File: src/core/core_irq_pkg.sv
package core_irq_pkg;

   // register indices; byte address is four times the index
   localparam logic [8:0] IEF_IDX_BANK0      = 9'h00b;
   localparam logic [8:0] IEF_IDX_BANK1      = 9'h08b;
   localparam logic [8:0] IEF_IDX_BANK2      = 9'h10b;
   localparam logic [8:0] IEF_IDX_BANK3      = 9'h18b;
   localparam logic [8:0] OPTION_IDX_BANK1   = 9'h081;
   localparam logic [8:0] OPTION_IDX_BANK3   = 9'h181;
   localparam logic [8:0] TIMER_ZERO_IDX     = 9'h001;
   localparam logic [8:0] PORT_B_IDX         = 9'h006;
   localparam logic [8:0] PORT_B_DIR_IDX     = 9'h086;
   localparam logic [8:0] EVENT_STATUS_IDX   = 9'h0f0;
   localparam logic [8:0] EVENT_MASK_IDX     = 9'h0f1;

   // interrupt_enable_flags fields
   localparam int GLOBAL_IRQ_ENABLE_BIT      = 7;
   localparam int PERIPHERAL_IRQ_ENABLE_BIT  = 6;
   localparam int TIMER_OVERFLOW_IRQ_EN_BIT  = 5;
   localparam int EXT_PIN_IRQ_ENABLE_BIT     = 4;
   localparam int PORT_CHANGE_IRQ_EN_BIT     = 3;
   localparam int TIMER_OVERFLOW_FLAG_BIT    = 2;
   localparam int EXT_PIN_IRQ_FLAG_BIT       = 1;
   localparam int PORT_CHANGE_FLAG_BIT       = 0;

   // option_config fields
   localparam int PULLUP_DISABLE_N_BIT       = 7;
   localparam int EXT_IRQ_EDGE_SEL_BIT       = 6;
   localparam int TIMER_CLOCK_SOURCE_BIT     = 5;
   localparam int TIMER_SOURCE_EDGE_BIT      = 4;
   localparam int PRESCALER_ASSIGN_BIT       = 3;
   localparam int PRESCALE_RATE_LSB          = 0;
   localparam int PRESCALE_RATE_WIDTH        = 3;

   // event status and mask fields
   localparam int EVENT_TIMER_BIT            = 0;
   localparam int EVENT_EXT_PIN_BIT          = 1;
   localparam int EVENT_PORT_CHANGE_BIT      = 2;
   localparam int EVENT_WATCHDOG_BIT         = 3;
   localparam int EVENT_WIDTH                = 4;

   // reset values
   localparam logic [7:0] IEF_RESET          = 8'h00;
   localparam logic [7:0] OPTION_RESET       = 8'hff;
   localparam logic [7:0] PORT_B_DIR_RESET   = 8'hff;
   localparam logic [7:0] PORT_B_LATCH_RESET = 8'h00;
   localparam logic [7:0] TIMER_ZERO_RESET   = 8'h00;
   localparam logic [3:0] EVENT_MASK_RESET   = 4'h0;

   // timing
   localparam int CLK_PERIOD_NS              = 5;
   localparam int INSTR_CYCLE_DIV            = 4;
   localparam int WATCHDOG_PERIOD_US         = 18;
   localparam int WATCHDOG_BASE_CYCLES       = WATCHDOG_PERIOD_US * 1000 / CLK_PERIOD_NS;

endpackage : core_irq_pkg

File: src/core/core_irq_prescale_port_b_a.sv
// Local design decision: the APB register port.
`timescale 1ns/1ps
module core_irq_prescale_port_b_a #(
   parameter int unsigned WATCHDOG_BASE_CYCLES = core_irq_pkg::WATCHDOG_BASE_CYCLES
) (
   input  wire logic        pclk,
   input  wire logic        presetn,
   input  wire logic [31:0] paddr,
   input  wire logic        psel,
   input  wire logic        penable,
   input  wire logic        pwrite,
   input  wire logic [31:0] pwdata,
   input  wire logic [3:0]  pstrb,
   output logic      [31:0] prdata,
   output logic             pready,
   output logic             pslverr,
   input  wire logic [7:0]  port_b_in,
   output logic      [7:0]  port_b_out,
   output logic      [7:0]  port_b_oe_n,
   output logic      [7:0]  port_b_pullup_en,
   input  wire logic        external_timer_clock_pin,
   input  wire logic        periph_irq_req,
   input  wire logic        watchdog_enable,
   input  wire logic        watchdog_clear,
   output logic             instruction_cycle_clock,
   output logic             watchdog_timeout,
   output logic             core_irq,
   output logic             event_irq
);
   logic [7:0]  interrupt_enable_flags;
   logic [7:0]  option_config;
   logic [7:0]  port_b_a_direction;
   logic [7:0]  port_b_latch;
   logic [7:0]  timer_zero;
   logic [3:0]  event_status;
   logic [3:0]  event_mask;
   logic [1:0]  instr_cnt;
   logic [31:0] watchdog_cnt;
   logic [8:0]  pin_q;
   logic [8:0]  pin_prev;
   logic [8:0]  pin_rise;
   logic [8:0]  pin_fall;
   logic [3:0]  change_ref;
   logic        mismatch_prev;
   logic        mismatch;
   logic [8:0]  idx;
   logic        addr_hit;
   logic [7:0]  rd_byte;
   logic        setup_phase;
   logic        wr_en;
   logic        rd_done;
   logic [7:0]  wbyte;
   logic        timer_src_tick;
   logic        watchdog_base_tick;
   logic        presc_in;
   logic        presc_out;
   logic        presc_clear;
   logic        timer_inc;
   logic        timer_overflow;
   logic        ext_edge;
   logic        change_event;
   logic [3:0]  events;
   logic        to_watchdog;
   logic [2:0]  settle;
   logic        settled;

   function automatic logic is_option(input logic [8:0] i);
      return (i == core_irq_pkg::OPTION_IDX_BANK1) || (i == core_irq_pkg::OPTION_IDX_BANK3);
   endfunction : is_option

   function automatic logic is_ief(input logic [8:0] i);
      return (i == core_irq_pkg::IEF_IDX_BANK0) || (i == core_irq_pkg::IEF_IDX_BANK1) ||
             (i == core_irq_pkg::IEF_IDX_BANK2) || (i == core_irq_pkg::IEF_IDX_BANK3);
   endfunction : is_ief

   // bus decode
   assign idx         = paddr[10:2];
   assign setup_phase = psel && !penable;
   assign pready      = 1'b1;
   assign wbyte       = pwdata[7:0];
   assign wr_en       = psel && penable && pwrite && pstrb[0] && addr_hit;
   assign rd_done     = psel && penable && !pwrite && addr_hit;

   always_comb begin
      addr_hit = (paddr[31:11] == 21'h000000) && (paddr[1:0] == 2'h0);
      rd_byte  = 8'h00;
      if (is_option(idx)) begin
         rd_byte = option_config;
      end else if (is_ief(idx)) begin
         rd_byte = interrupt_enable_flags;
      end else if (idx == core_irq_pkg::TIMER_ZERO_IDX) begin
         rd_byte = timer_zero;
      end else if (idx == core_irq_pkg::PORT_B_IDX) begin
         rd_byte = pin_q[7:0];
      end else if (idx == core_irq_pkg::PORT_B_DIR_IDX) begin
         rd_byte = port_b_a_direction;
      end else if (idx == core_irq_pkg::EVENT_STATUS_IDX) begin
         rd_byte = {4'h0, event_status};
      end else if (idx == core_irq_pkg::EVENT_MASK_IDX) begin
         rd_byte = {4'h0, event_mask};
      end else begin
         addr_hit = 1'b0;
      end
   end

   // answer captured in setup so prdata comes from flops with no wait state
   always_ff @(posedge pclk or negedge presetn) begin
      if (!presetn) begin
         prdata  <= 32'h00000000;
         pslverr <= 1'b0;
      end else if (setup_phase) begin
         prdata  <= {24'h000000, rd_byte};
         pslverr <= !addr_hit;
      end
   end

   // instruction cycle enable
   always_ff @(posedge pclk or negedge presetn) begin
      if (!presetn) begin
         instr_cnt <= 2'h0;
      end else if (instr_cnt == 2'(core_irq_pkg::INSTR_CYCLE_DIV - 1)) begin
         instr_cnt <= 2'h0;
      end else begin
         instr_cnt <= 2'(instr_cnt + 2'h1);
      end
   end
   assign instruction_cycle_clock = (instr_cnt == 2'(core_irq_pkg::INSTR_CYCLE_DIV - 1));

   // pins: port B in bits 7:0, timer clock pin in bit 8
   pin_sync #(.WIDTH(9)) u_pin_sync (
      .pclk    (pclk),
      .presetn (presetn),
      .d       ({external_timer_clock_pin, port_b_in}),
      .q       (pin_q)
   );

   always_ff @(posedge pclk or negedge presetn) begin
      if (!presetn) begin
         pin_prev <= 9'h000;
      end else begin
         pin_prev <= pin_q;
      end
   end

   // the synchroniser reads zero until it fills
   always_ff @(posedge pclk or negedge presetn) begin
      if (!presetn) begin
         settle <= 3'h0;
      end else if (!settled) begin
         settle <= 3'(settle + 3'h1);
      end
   end
   assign settled = &settle;
   // no false edge from a pin already high at reset
   assign pin_rise = pin_q & ~pin_prev & {9{settled}};
   assign pin_fall = ~pin_q & pin_prev & {9{settled}};

   // configuration registers
   always_ff @(posedge pclk or negedge presetn) begin
      if (!presetn) begin
         option_config <= core_irq_pkg::OPTION_RESET;
      end else if (wr_en && is_option(idx)) begin
         option_config <= wbyte;
      end
   end

   always_ff @(posedge pclk or negedge presetn) begin
      if (!presetn) begin
         port_b_a_direction <= core_irq_pkg::PORT_B_DIR_RESET;
         port_b_latch    <= core_irq_pkg::PORT_B_LATCH_RESET;
      end else if (wr_en && idx == core_irq_pkg::PORT_B_DIR_IDX) begin
         port_b_a_direction <= wbyte;
      end else if (wr_en && idx == core_irq_pkg::PORT_B_IDX) begin
         port_b_latch <= wbyte;
      end
   end

   // port B pads: oe_n low drives the latch, high leaves the pin to the outside
   assign port_b_out       = port_b_latch;
   assign port_b_oe_n      = port_b_a_direction;
   assign port_b_pullup_en = {8{!option_config[core_irq_pkg::PULLUP_DISABLE_N_BIT]}}
                             & port_b_a_direction;

   // timer source: instruction cycles or a pin edge
   always_comb begin
      if (option_config[core_irq_pkg::TIMER_CLOCK_SOURCE_BIT]) begin
         timer_src_tick = option_config[core_irq_pkg::TIMER_SOURCE_EDGE_BIT] ? pin_fall[8]
                                                                             : pin_rise[8];
      end else begin
         timer_src_tick = instruction_cycle_clock;
      end
   end

   // watchdog base period; cleared by the core so firmware can keep it quiet
   always_ff @(posedge pclk or negedge presetn) begin
      if (!presetn) begin
         watchdog_cnt <= 32'h00000000;
      end else if (watchdog_clear || !watchdog_enable || watchdog_base_tick) begin
         watchdog_cnt <= 32'h00000000;
      end else begin
         watchdog_cnt <= 32'(watchdog_cnt + 32'h00000001);
      end
   end
   assign watchdog_base_tick = watchdog_enable && !watchdog_clear &&
                               (watchdog_cnt == 32'(WATCHDOG_BASE_CYCLES - 1));

   // the one prescaler sits in front of whichever user it is assigned to
   assign to_watchdog = option_config[core_irq_pkg::PRESCALER_ASSIGN_BIT];
   assign presc_in    = to_watchdog ? watchdog_base_tick : timer_src_tick;
   // switching owners restarts the count so no partial count leaks across
   assign presc_clear = (wr_en && is_option(idx) &&
                         wbyte[core_irq_pkg::PRESCALER_ASSIGN_BIT] != to_watchdog) ||
                        (to_watchdog && watchdog_clear) ||
                        (!to_watchdog && wr_en && idx == core_irq_pkg::TIMER_ZERO_IDX);

   shared_prescaler u_prescaler (
      .pclk        (pclk),
      .presetn     (presetn),
      .tick_in     (presc_in),
      .clear       (presc_clear),
      .rate_sel    (option_config[core_irq_pkg::PRESCALE_RATE_LSB +: core_irq_pkg::PRESCALE_RATE_WIDTH]),
      .to_watchdog (to_watchdog),
      .tick_out    (presc_out)
   );

   assign timer_inc        = to_watchdog ? timer_src_tick : presc_out;
   assign watchdog_timeout = to_watchdog ? presc_out : watchdog_base_tick;

   // timer zero; a write takes priority over a count in the same cycle
   always_ff @(posedge pclk or negedge presetn) begin
      if (!presetn) begin
         timer_zero <= core_irq_pkg::TIMER_ZERO_RESET;
      end else if (wr_en && idx == core_irq_pkg::TIMER_ZERO_IDX) begin
         timer_zero <= wbyte;
      end else if (timer_inc) begin
         timer_zero <= 8'(timer_zero + 8'h01);
      end
   end
   assign timer_overflow = timer_inc && (timer_zero == 8'hff) &&
                           !(wr_en && idx == core_irq_pkg::TIMER_ZERO_IDX);

   // external pin edge on port B pin 0
   assign ext_edge = option_config[core_irq_pkg::EXT_IRQ_EDGE_SEL_BIT] ? pin_rise[0]
                                                                       : pin_fall[0];

   // port change: input pins 7:4 against the value seen at the last port read
   always_ff @(posedge pclk or negedge presetn) begin
      if (!presetn) begin
         change_ref <= 4'h0;
      end else if (rd_done && idx == core_irq_pkg::PORT_B_IDX) begin
         change_ref <= prdata[7:4];
      end
   end
   assign mismatch = |((pin_q[7:4] ^ change_ref) & port_b_a_direction[7:4]);

   always_ff @(posedge pclk or negedge presetn) begin
      if (!presetn) begin
         mismatch_prev <= 1'b0;
      end else begin
         mismatch_prev <= mismatch;
      end
   end
   // pins high at reset do not count as a change
   assign change_event = mismatch && !mismatch_prev && settled;

   // enables follow the write; flags are set by events with set beating a clear
   always_ff @(posedge pclk or negedge presetn) begin
      if (!presetn) begin
         interrupt_enable_flags <= core_irq_pkg::IEF_RESET;
      end else begin
         if (wr_en && is_ief(idx)) begin
            interrupt_enable_flags <= wbyte;
         end
         if (timer_overflow) begin
            interrupt_enable_flags[core_irq_pkg::TIMER_OVERFLOW_FLAG_BIT] <= 1'b1;
         end
         if (ext_edge) begin
            interrupt_enable_flags[core_irq_pkg::EXT_PIN_IRQ_FLAG_BIT] <= 1'b1;
         end
         if (change_event) begin
            interrupt_enable_flags[core_irq_pkg::PORT_CHANGE_FLAG_BIT] <= 1'b1;
         end
      end
   end

   // flags stay set until written to zero
   assign core_irq = interrupt_enable_flags[core_irq_pkg::GLOBAL_IRQ_ENABLE_BIT] && (
      (interrupt_enable_flags[core_irq_pkg::TIMER_OVERFLOW_IRQ_EN_BIT] &&
       interrupt_enable_flags[core_irq_pkg::TIMER_OVERFLOW_FLAG_BIT]) ||
      (interrupt_enable_flags[core_irq_pkg::EXT_PIN_IRQ_ENABLE_BIT] &&
       interrupt_enable_flags[core_irq_pkg::EXT_PIN_IRQ_FLAG_BIT]) ||
      (interrupt_enable_flags[core_irq_pkg::PORT_CHANGE_IRQ_EN_BIT] &&
       interrupt_enable_flags[core_irq_pkg::PORT_CHANGE_FLAG_BIT]) ||
      (interrupt_enable_flags[core_irq_pkg::PERIPHERAL_IRQ_ENABLE_BIT] && periph_irq_req));

   // sticky event status, write one to clear, set wins
   always_comb begin
      events = 4'h0;
      events[core_irq_pkg::EVENT_TIMER_BIT]       = timer_overflow;
      events[core_irq_pkg::EVENT_EXT_PIN_BIT]     = ext_edge;
      events[core_irq_pkg::EVENT_PORT_CHANGE_BIT] = change_event;
      events[core_irq_pkg::EVENT_WATCHDOG_BIT]    = watchdog_timeout;
   end

   always_ff @(posedge pclk or negedge presetn) begin
      if (!presetn) begin
         event_status <= 4'h0;
      end else if (wr_en && idx == core_irq_pkg::EVENT_STATUS_IDX) begin
         event_status <= (event_status & ~wbyte[3:0]) | events;
      end else begin
         event_status <= event_status | events;
      end
   end

   always_ff @(posedge pclk or negedge presetn) begin
      if (!presetn) begin
         event_mask <= core_irq_pkg::EVENT_MASK_RESET;
      end else if (wr_en && idx == core_irq_pkg::EVENT_MASK_IDX) begin
         event_mask <= wbyte[3:0];
      end
   end

   assign event_irq = |(event_status & event_mask);
endmodule : core_irq_prescale_port_b_a

File: src/core/pin_sync.sv
`timescale 1ns/1ps
module pin_sync #(
   parameter int WIDTH = 1
) (
   input  wire logic             pclk,
   input  wire logic             presetn,
   input  wire logic [WIDTH-1:0] d,
   output logic      [WIDTH-1:0] q
);
   logic [WIDTH-1:0] s1;
   logic [WIDTH-1:0] s2;
   logic [WIDTH-1:0] s3;

   always_ff @(posedge pclk or negedge presetn) begin
      if (!presetn) begin
         s1 <= '0;
         s2 <= '0;
         s3 <= '0;
      end else begin
         s1 <= d;
         s2 <= s1;
         s3 <= s2;
      end
   end

   // a bit moves only once the second and third stage agree
   always_ff @(posedge pclk or negedge presetn) begin
      if (!presetn) begin
         q <= '0;
      end else begin
         q <= (s3 & ~(s2 ^ s3)) | (q & (s2 ^ s3));
      end
   end
endmodule : pin_sync

File: src/core/shared_prescaler.sv
`timescale 1ns/1ps
module shared_prescaler (
   input  wire logic       pclk,
   input  wire logic       presetn,
   input  wire logic       tick_in,
   input  wire logic       clear,
   input  wire logic [2:0] rate_sel,
   input  wire logic       to_watchdog,
   output logic            tick_out
);
   logic [6:0] cnt;
   logic [3:0] div_log2;
   logic [6:0] mask;

   // timer ratios start at 1:2, watchdog ratios at 1:1
   always_comb begin
      div_log2 = to_watchdog ? {1'b0, rate_sel} : 4'({1'b0, rate_sel} + 4'h1);
      mask     = 7'((8'h01 << div_log2) - 8'h01);
      tick_out = tick_in && ((cnt & mask) == mask);
   end

   always_ff @(posedge pclk or negedge presetn) begin
      if (!presetn) begin
         cnt <= '0;
      end else if (clear) begin
         cnt <= '0;
      end else if (tick_in) begin
         cnt <= 7'(cnt + 7'h01);
      end
   end
endmodule : shared_prescaler

File: config.mk
export PLATFORM = sky130hd
export DESIGN_NAME = core_irq_prescale_port_b_a
export DESIGN_NICKNAME = d
export VERILOG_FILES = /design/src/core/core_irq_pkg.sv /design/src/core/core_irq_prescale_port_b_a.sv /design/src/core/pin_sync.sv /design/src/core/shared_prescaler.sv
export SDC_FILE = /design/constraint.sdc
export NUM_CORES = 1
export LEC_CHECK = 0
export BUFFER_PORTS_ARGS = -buffer_cell sky130_fd_sc_hd__buf_2
export CORE_AREA = 3 3 125 127
export DETAILED_ROUTE_END_ITERATION = 12
export DIE_AREA = 0 0 128 130
export GPL_TIMING_DRIVEN = 0
export PLACE_DENSITY_LB_ADDON = 0.05
export REMOVE_ABC_BUFFERS = 1
export SYNTH_ARGS = -nofsm -noshare
export SYNTH_HDL_FRONTEND = slang
export SYNTH_SLANG_ARGS = --single-unit
File: constraint.sdc
create_clock -name pclk -period 8.2 [get_ports pclk]
set_input_delay 0.82 -clock pclk [delete_from_list [all_inputs] [get_ports pclk]]
set_output_delay 0.82 -clock pclk [all_outputs]
set_load 0.02 [all_outputs]
* Word level (Yosys, flattened, before mapping)
Cells that the tools add are included.
Storage, ports and cells: bits in registers 151, input port bits 85
Operators by class: add/subtract/negate cells 7, shift-type cells 1, reduce and logical (&&, ||, !) cells 63, bitwise operators 21, mux-type cells 32, equal/unequal tests 16
Operators with widths (number):
- 8-bit two-way mux | 7
- 9-bit AND | 6
- 9-bit by 8-bit equality test with 1-bit output (second input constant) | 5
- 32-bit by 1-bit adder with 32-bit output (second input constant) | 1
- 32-bit by 12-bit equality test with 1-bit output (second input constant) | 1
- 1-bit logical AND | 32
- 32-bit two-way mux | 1
- 9-bit equality test (second input constant) | 3
- 9-bit inverter | 3
- 21-bit zero test | 1
- 1-bit two-way mux | 16
- 4-bit two-way mux | 4
- 7-bit two-way mux | 2
- 4-bit AND | 3
- 1-bit logical OR | 11
- 2-bit nonzero test | 5
- 9-bit by 1-bit equality test with 1-bit output (second input constant) | 1
- 9-bit by 3-bit equality test with 1-bit output (second input constant) | 1
- 9-bit by 4-bit equality test with 1-bit output (second input constant) | 1
- 1-bit zero test | 9
- 9-bit OR | 1
- 9-bit XOR | 1
- 8-bit by 1-bit adder with 8-bit output (second input constant) | 1
- 8-bit AND | 1
- 21 further kinds | 23

* Longest topological paths before layout
Gate-level depths: netlist of the first run.
depth after elaboration 15, gate-level depth with buffers 15, depth with buffers taken out 13

* Modules after synthesis
From an unflattened synthesis of the first run, not the netlist that was laid out.
Second synthesis, totals: cells, all modules 683, area, all modules 7435.9 µm²
By module, submodules not included:
- core_irq_prescale_port_b_a | cells an instance 551, sequential area each 2547.4 µm², times used 1, area each 5710.5 µm²
- pin_sync | cells an instance 45, sequential area each 900.9 µm², times used 1, area each 1002.2 µm²
- shared_prescaler | cells an instance 87, sequential area each 175.2 µm², times used 1, area each 723.2 µm²

* Least setup slack after synthesis of the first run
OpenSTA, ideal clock, no wires.
path kind flip-flop to output port, start point reg option_config[3], end point out watchdog_timeout, arrival 2.751 ns, slack 4.629 ns, stages on the path, launching flop included 13, path through dfstp_2 -> clkbuf_1 -> clkbuf_1 -> a2111oi_0 -> a31oi_1 -> ha_1 -> inv_1 -> a2111oi_2 -> a31oi_1 -> or4_4 -> nand2_1 -> o21ai_0 -> and2_1
On the way: cells in the longest elaborated chain, start to end 7
RTL lines:
- from (decl) | RTL line core_irq_prescale_port_b_a.sv:31 | logic [7:0] option_config;
- from (signal assigned) | RTL line core_irq_prescale_port_b_a.sv:161 | option_config <= core_irq_pkg::OPTION_RESET;
- from (signal assigned) | RTL line core_irq_prescale_port_b_a.sv:163 | option_config <= wbyte;
- 4-bit two-way mux | RTL line shared_prescaler.sv:17 | div_log2 = to_watchdog ? {1'b0, rate_sel} : 4'({1'b0, rate_sel} + 4'h1);
- 1-bit by 4-bit << shifter with 7-bit output | RTL line shared_prescaler.sv:18 | mask = 7'((8'h01 << div_log2) - 8'h01);
- 7-bit by 1-bit subtractor with 7-bit output | RTL line shared_prescaler.sv:18
- 7-bit AND | RTL line shared_prescaler.sv:19 | tick_out = tick_in && ((cnt & mask) == mask);
- 7-bit equality test | RTL line shared_prescaler.sv:19
- 1-bit logical AND | RTL line shared_prescaler.sv:19
- 1-bit two-way mux * | RTL line core_irq_prescale_port_b_a.sv:227 | assign watchdog_timeout = to_watchdog ? presc_out : watchdog_base_tick;
- to (decl) | RTL line core_irq_prescale_port_b_a.sv:26 | output logic watchdog_timeout,
Every way passes the cells marked *; elsewhere a longest branch is shown, timed or not.

* Worst setup path after layout of the first run
start point reg option_config[1], end point out watchdog_timeout
On the way: cells in the longest elaborated chain, start to end 8
RTL lines (RTL line):
- 3-bit by 1-bit adder with 4-bit output | shared_prescaler.sv:17
- 4-bit two-way mux * | shared_prescaler.sv:17
- 1-bit by 4-bit << shifter with 7-bit output * | shared_prescaler.sv:18
- 7-bit by 1-bit subtractor with 7-bit output * | shared_prescaler.sv:18
- 7-bit AND | shared_prescaler.sv:19
- 7-bit equality test * | shared_prescaler.sv:19
- 1-bit logical AND * | shared_prescaler.sv:19
- 1-bit two-way mux * | core_irq_prescale_port_b_a.sv:227
Marks and branches as above.

==> results of run 1 <==
-- critical path: stages (launching register included) --
cell	delay [ns]
dfstp_2	0.65
ha_1	0.38
or2_2	0.20
a21oi_1	0.06
a32oi_1	0.24
ha_1	0.26
inv_1	0.06
a2111oi_2	0.22
a31oi_1	0.15
or4_4	0.56
nand2_1	0.08
o21ai_0	0.07
and2_1	0.21
buf_2	0.17
-- Yosys cell counts, types with 6 or more instances --
| cell type | instances | area (µm²) |
|---|---|---|
| ha_1 | 8 | 100 |
| a221oi_1 | 6 | 52.6 |
| a22oi_1 | 6 | 45.0 |
| nor4_1 | 12 | 75.1 |
| nor3_1 | 11 | 55.1 |
| mux2_2 | 31 | 349 |
| xnor2_1 | 16 | 140 |
| nor2b_1 | 14 | 87.6 |
| nand3_1 | 21 | 105 |
| nand2b_1 | 6 | 37.5 |
| maj3_1 | 9 | 90.1 |
| clkbuf_1 | 14 | 52.6 |
| nor2_1 | 61 | 229 |
| and3_1 | 16 | 100 |
| buf_2 | 6 | 30.0 |
| o21ai_0 | 21 | 105 |
| nand4_1 | 11 | 68.8 |
| and2_1 | 8 | 50.1 |
| nand2_1 | 63 | 236 |
| mux2_4 | 12 | 180 |
| mux2i_1 | 12 | 120 |
| inv_1 | 16 | 60.1 |
| dfstp_2 | 16 | 420 |
| buf_4 | 26 | 195 |
| xor2_1 | 25 | 219 |
| dfrtp_1 | 128 | 3200 |
| a21oi_1 | 17 | 85.1 |
-- worst max-delay path by stage --
stage,from,end,slack [ns],depth (start not counted)
floorplan,option_config[1],watchdog_timeout,4.62,12
global placement,option_config[1],watchdog_timeout,4.22,13
detailed placement,option_config[1],watchdog_timeout,4.14,13
CTS,option_config[1],watchdog_timeout,3.67,13
global route,option_config[1],watchdog_timeout,3.37,13
finish,option_config[1],watchdog_timeout,3.66,13
-- layer usage --
layer | GRT usage, % | vias up | share of wire (%)
li1 | - | 2509 | -
met1 | 28.6 | 2576 | 49
met2 | 30.1 | 103 | 47
met3 | 4.22 | 13 | 3.4
met4 | 7.62 | 0 | 1.2
met5 | 0 | - | 0
-- through the flow --
stage | instances | setup slack [ns] | utilization (%) | hold WS, ns | cell area [µm²]
floorplan | 648 | 4.62 | - | 0.331 | 6990
global placement | 926 | 4.22 | 52.9 | 0.333 | 7690
detailed placement | 927 | 4.14 | 53.1 | 0.335 | 7720
CTS | 959 | 3.67 | 57.2 | 0.350 | 8310
global route | 959 | 3.37 | 57.2 | 0.356 | 8310
finish | 959 | 3.66 | 57.2 | 0.350 | 8310
-- cell type report --
cell class              count  area, µm²  share of cell area (%)
clock buffers              17        425                    5.12
clock inverters            15        165                    1.99
inverters                  16       60.1                   0.722
multi-input cells         488       3310                    39.8
flip-flops and latches    144       3620                    43.6
well taps                 184        230                    2.77
repair buffers             95        504                    6.06
-- report_power, final --
| part | internal (mW) | switching (mW) | leakage (nW) |
|---|---|---|---|
| clock | 0.408 | 0.344 | 0.284 |
| combinational | 0.0223 | 0.0503 | 1.80 |
| sequential | 0.724 | 0.00814 | 1.78 |
-- cell families (layout without fill, tap and decap cells) --
group	Yosys count	after routing	synth area share [%]
simple gates	257	257	18.9
mux	55	55	9.01
buf+inv	66	143	5.10
flops	144	144	50.3
fa+ha+maj	17	17	2.64
compound gates	93	93	9.02
xor+xnor	41	41	4.98
other cells	2	25	0.104
-- state kept, by name, summed over array words and instances (netlist names), named ones only --
signal                  flops
u_pin_sync.s3               9
instr_cnt                   2
option_config               8
pin_prev                    2
port_b_out                  8
settle                      3
change_ref                  4
u_prescaler.cnt             7
pslverr                     1
mismatch_prev               1
u_pin_sync.s2               9
event_status                4
u_pin_sync.s1               9
interrupt_enable_flags      8
prdata                      8
port_b_oe_n                 8
timer_zero                  8
event_mask                  4
watchdog_cnt               32
==> results.cfg, run 1 <==
[setup_path]
rr_endpoint = timer_zero[2]
required_ns = 7.38
r2r_slack_ns = 4.40
cp_max_fo = 12
r2r-start = option_config[0]
cp-end-kind = output pin
crit_path_start_kind = flop
crit_type = reg2out
worstPathArrival_ns = 3.72
reg2regPathDepth = 13

[floorplan]
start_util_pct = 49.6
die_w_um = 128
die_h_um = 130
die_area_um2 = 16600
coreArea_um2 = 14500
pin_count = 147
rows = 44

[clocking]
clock_latency_ns = 0.42
clkTransAtPathRegs_ns = 0.06
htree_levels = 4
cts_hold_buf = 0
cts_buffer_depth = 2
clock_sinks = 144
cts_tree = done
cts_buffers = 17
postCtsSetupBuffers = 0
root_buffer = clkbuf_16
ctsResizeCount = 0

[logic_synthesis]
synth_ff_type = dfrtp_1
ys_types = 71
ys_ff_latch = 144
syn_inst = 675
yosysWarnings = 0
ys_seq_area_share_pct = 50.3
synth_area_um2 = 7210
syn_avg_cell_area_um2 = 10.7
postSynth.asyncResetShare_pct = 100
synth_edf_count = 0

[sta]
setup_viol = 0
worst_slew_pin_slew_ns = 1.21
tns_ns = 0
grt_setup_unrepaired = no
slew_headroom_pct = 18.4
report.final.slew_viol_count = 0
min_period_ns = 4.54
timing_hold_violations_final = 0
max_freq_mhz = 220
skew_ns = 0.0177
finalCritPeriodShare_pct = 55.4

[global_routing]
antenna_found_initial = 0
grt_pass1_wl_um = 26000
grt_util_all_layers_pct = 20.0
grt_pass1_vias = 5035
grt_overflow_total = 0
grt_max_degree = 95

[power_and_ir_drop]
p_leak_nw = 3.86
p_per_area_nw_per_um2 = 187
p_total_mw = 1.56
peakVddDrop_mv = 0.149

[route]
drt-initial-drc-count = 276
detail-route-antenna-nets = 0
via_per_inst = 5.42
wirelength_um = 16300
routedWlPerCell_um = 17.0
drc_errors = 0
drt_pass1_iterations = 5
vias = 5201

[placed_design]
globalplace.congestion = 0.894
dpl.hpwl_um = 11600
port_buffers = 94

[cells_and_area]
layout_common_cells = dfrtp_1, buf_2, nand2_1
area_growth_pct = 15.3
nFillCells = 1301
drive_above_1_share_pct = 26.5
finalNetCount = 855
mostFrequentLayoutCell = dfrtp_1
insertedDiodeCount = 0

[hold_path]
hold_path_class = in2async

[run_status]
status = completed

[job]
maxCapViolCount = 0
No activity file was read; power rests on OpenSTA's default activity.
==> inputs of run 2 (changes only) <==
--- a/config.mk
+++ b/config.mk
@@ -5,10 +5,11 @@
 export SDC_FILE = /design/constraint.sdc
 export NUM_CORES = 1
 export LEC_CHECK = 0
+export ABC_AREA = 1
 export BUFFER_PORTS_ARGS = -buffer_cell sky130_fd_sc_hd__buf_2
-export CORE_AREA = 3 3 125 127
+export CORE_AREA = 3 3 126 128
 export DETAILED_ROUTE_END_ITERATION = 12
-export DIE_AREA = 0 0 128 130
+export DIE_AREA = 0 0 129 131
 export GPL_TIMING_DRIVEN = 0
 export PLACE_DENSITY_LB_ADDON = 0.05
 export REMOVE_ABC_BUFFERS = 1
==> constraint.sdc (replaced) <==
create_clock -name pclk -period 4.3 [get_ports pclk]
set_input_delay 0.43 -clock pclk [delete_from_list [all_inputs] [get_ports pclk]]
set_output_delay 0.43 -clock pclk [all_outputs]
set_load 0.02 [all_outputs]
==> run 2 against run 1 <==
Global-route usage rose by 1.9 points. Flip-flop and latch count did not move. Die area rose by 1.6%. Core utilization barely moved. Clock skew fell by 0.0098 ns. Cell area rose by 3.1%. Critical path depth rose by 5. Via count rose by 20%. Clock power rose by 91%. Critical endpoint unchanged. Largest power group unchanged.
==> results.cfg, run 2 <==
[sta]
worst_slew_pin_slew_ns = 1.24
slew_headroom_pct = 16.9
finalCritPeriodShare_pct = 79.3
tns_ns = 0
timing_hold_violations_final = 0
grt_setup_unrepaired = no
report.final.slew_viol_count = 0
max_freq_mhz = 293
skew_ns = 0.00782
setup_viol = 0
min_period_ns = 3.41

[global_routing]
grt_pass1_vias = 5659
grt_util_all_layers_pct = 21.9
grt_overflow_total = 0
antenna_found_initial = 0
grt_pass1_wl_um = 28700
grt_max_degree = 77

[route]
drt-initial-drc-count = 429
via_per_inst = 5.10
drt_pass1_iterations = 4
wirelength_um = 17800
drc_errors = 0
detail-route-antenna-nets = 0
vias = 6247
routedWlPerCell_um = 14.5

[setup_path]
crit_type = reg2out
cp_common_cell = nand2_1
r2r-start = watchdog_cnt[0]
required_ns = 3.87
r2r_slack_ns = 1.41
cp-end-kind = output pin
cpMaxStageDelayCell = dfstp_2
crit_path_max_incr_delay_ns = 0.57
reg2regPathDepth = 8
cp_max_fo = 5
critical_path.cell_chain = ha_1 > nand2_1 > nand2_1 > inv_2 > nand2_1 > nor2_1 > inv_1 > ha_1 > or2_2 > nand2_1 > nor2_1 > nand3_1 > nor2_1 > nand2_1 > nand2_1 > nand2_1 > inv_1 > buf_2
rr_endpoint = watchdog_cnt[15]
worstPathArrival_ns = 2.98
crit_path_start_kind = flop

[cells_and_area]
finalNetCount = 1117
layout_common_cells = nand2_1, dfrtp_1, inv_1
post-route-util_pct = 57.2
mostFrequentLayoutCell = nand2_1
fin_cells = 1225
area_growth_pct = 15.8
drive_above_1_share_pct = 17.7
nFillCells = 1459
largest_register_ff_count = 32
regMostFlops = watchdog_cnt
insertedDiodeCount = 0

[placed_design]
dpl.cell_count = 1193
dpl.hpwl_um = 13200
port_buffers = 94
globalplace.congestion = 0.867

[clocking]
cts_tree = done
root_buffer = clkbuf_16
clock_sinks = 144
cts_hold_buf = 0
htree_levels = 4
cts_buffers = 17
postCtsSetupBuffers = 0
cts_buffer_depth = 2
clkTransAtPathRegs_ns = 0.07
clock_latency_ns = 0.43
ctsResizeCount = 0

[logic_synthesis]
yosys.cell_count.top_type = nand2_1
synth_ff_type = dfrtp_1
yosysWarnings = 0
syn_inst = 921
ys_ff_latch = 144
synth_largest_area_cell = dfrtp_1
synth_area_um2 = 7400
ys_seq_area_share_pct = 48.9
postSynth.asyncResetShare_pct = 100
yosysTopAreaCellShare_pct = 43.3
syn_avg_cell_area_um2 = 8.04
ys_top_cells_by_count = nand2_1, dfrtp_1, inv_1, nor2_1, o21ai_0
ys_types = 52
synth_edf_count = 0
netlist_top_cells_area = dfrtp_1, nand2_1, inv_1, dfstp_2, nor2_1

[floorplan]
die_area_um2 = 16900
die_w_um = 129
rows = 45
pin_count = 147
die_h_um = 131
coreArea_um2 = 15000
start_util_pct = 49.4

[power_and_ir_drop]
p_leak_nw = 4.16
peakVddDrop_mv = 0.292
p_per_area_nw_per_um2 = 347

[run_status]
status = completed

[job]
maxCapViolCount = 0

[hold_path]
hold_path_class = in2async
-- run 2: stage by stage --
step / hold slack [ns] / cell area [µm²] / power (mW) / worst slack (ns)
CTS: 0.0232 / 8570 / 3.01 / 0.847
detailed placement: 0.336 / 8000 / 1.56 / 1.32
floorplan: 0.134 / 7260 / 1.48 / 1.65
finish: 0.00582 / 8570 / 2.97 / 0.890
global route: 0.0517 / 8570 / 3.08 / 0.647
global placement: 0.332 / 7970 / 1.56 / 0.687
-- run 2: cells by family (layout without fill, tap and decap cells) --
family / after synthesis / in the layout / synth area share (%)
buf+inv: 161 / 254 / 9.56
other cells: 2 / 25 / 0.101
simple gates: 446 / 446 / 27.0
compound gates: 138 / 138 / 10.2
xor+xnor: 11 / 11 / 1.30
mux: 2 / 2 / 0.270
fa+ha+maj: 17 / 17 / 2.57
flops: 144 / 144 / 48.9
-- run 2: per-layer routing --
layer	up-vias	share of wire, %	track usage [%]
met5	-	0	0
met4	0	1.1	5.50
met3	16	4.8	6.10
met2	129	45	33.3
met1	2931	49	31.2
li1	3171	-	-
-- run 2: critical path: cells and delay by family (launching register included) --
kind	cells	cell delay [ns]
simple gates	12	1.11
flops	1	0.57
fa+ha+maj	2	0.51
buf+inv	4	0.36
-- run 2: cell type report --
| cell class | count | area [µm²] | share of cell area (%) |
|---|---|---|---|
| sequential | 144 | 3620 | 42.3 |
| multi-input combinational | 639 | 3160 | 36.9 |
| timing repair buffer | 95 | 504 | 5.88 |
| inverter | 127 | 478 | 5.58 |
| clock buffer | 18 | 439 | 5.12 |
| tap | 188 | 235 | 2.74 |
| clock inverter | 14 | 133 | 1.55 |
-- run 2: worst max-delay path by stage --
stage,cells after the start,from,end
CTS,18,option_config[1],watchdog_timeout
global placement,1,presetn,watchdog_cnt[4]
detailed placement,18,option_config[1],watchdog_timeout
floorplan,17,option_config[0],watchdog_timeout
global route,18,option_config[0],watchdog_timeout
finish,18,option_config[1],watchdog_timeout
-- run 2: where the power goes --
| group | internal, mW | leakage, nW | switching (mW) |
|---|---|---|---|
| clock network | 0.783 | 0.279 | 0.654 |
| logic | 0.0394 | 2.09 | 0.0970 |
| registers | 1.38 | 1.78 | 0.0174 |
| total | 2.20 | 4.16 | 0.769 |
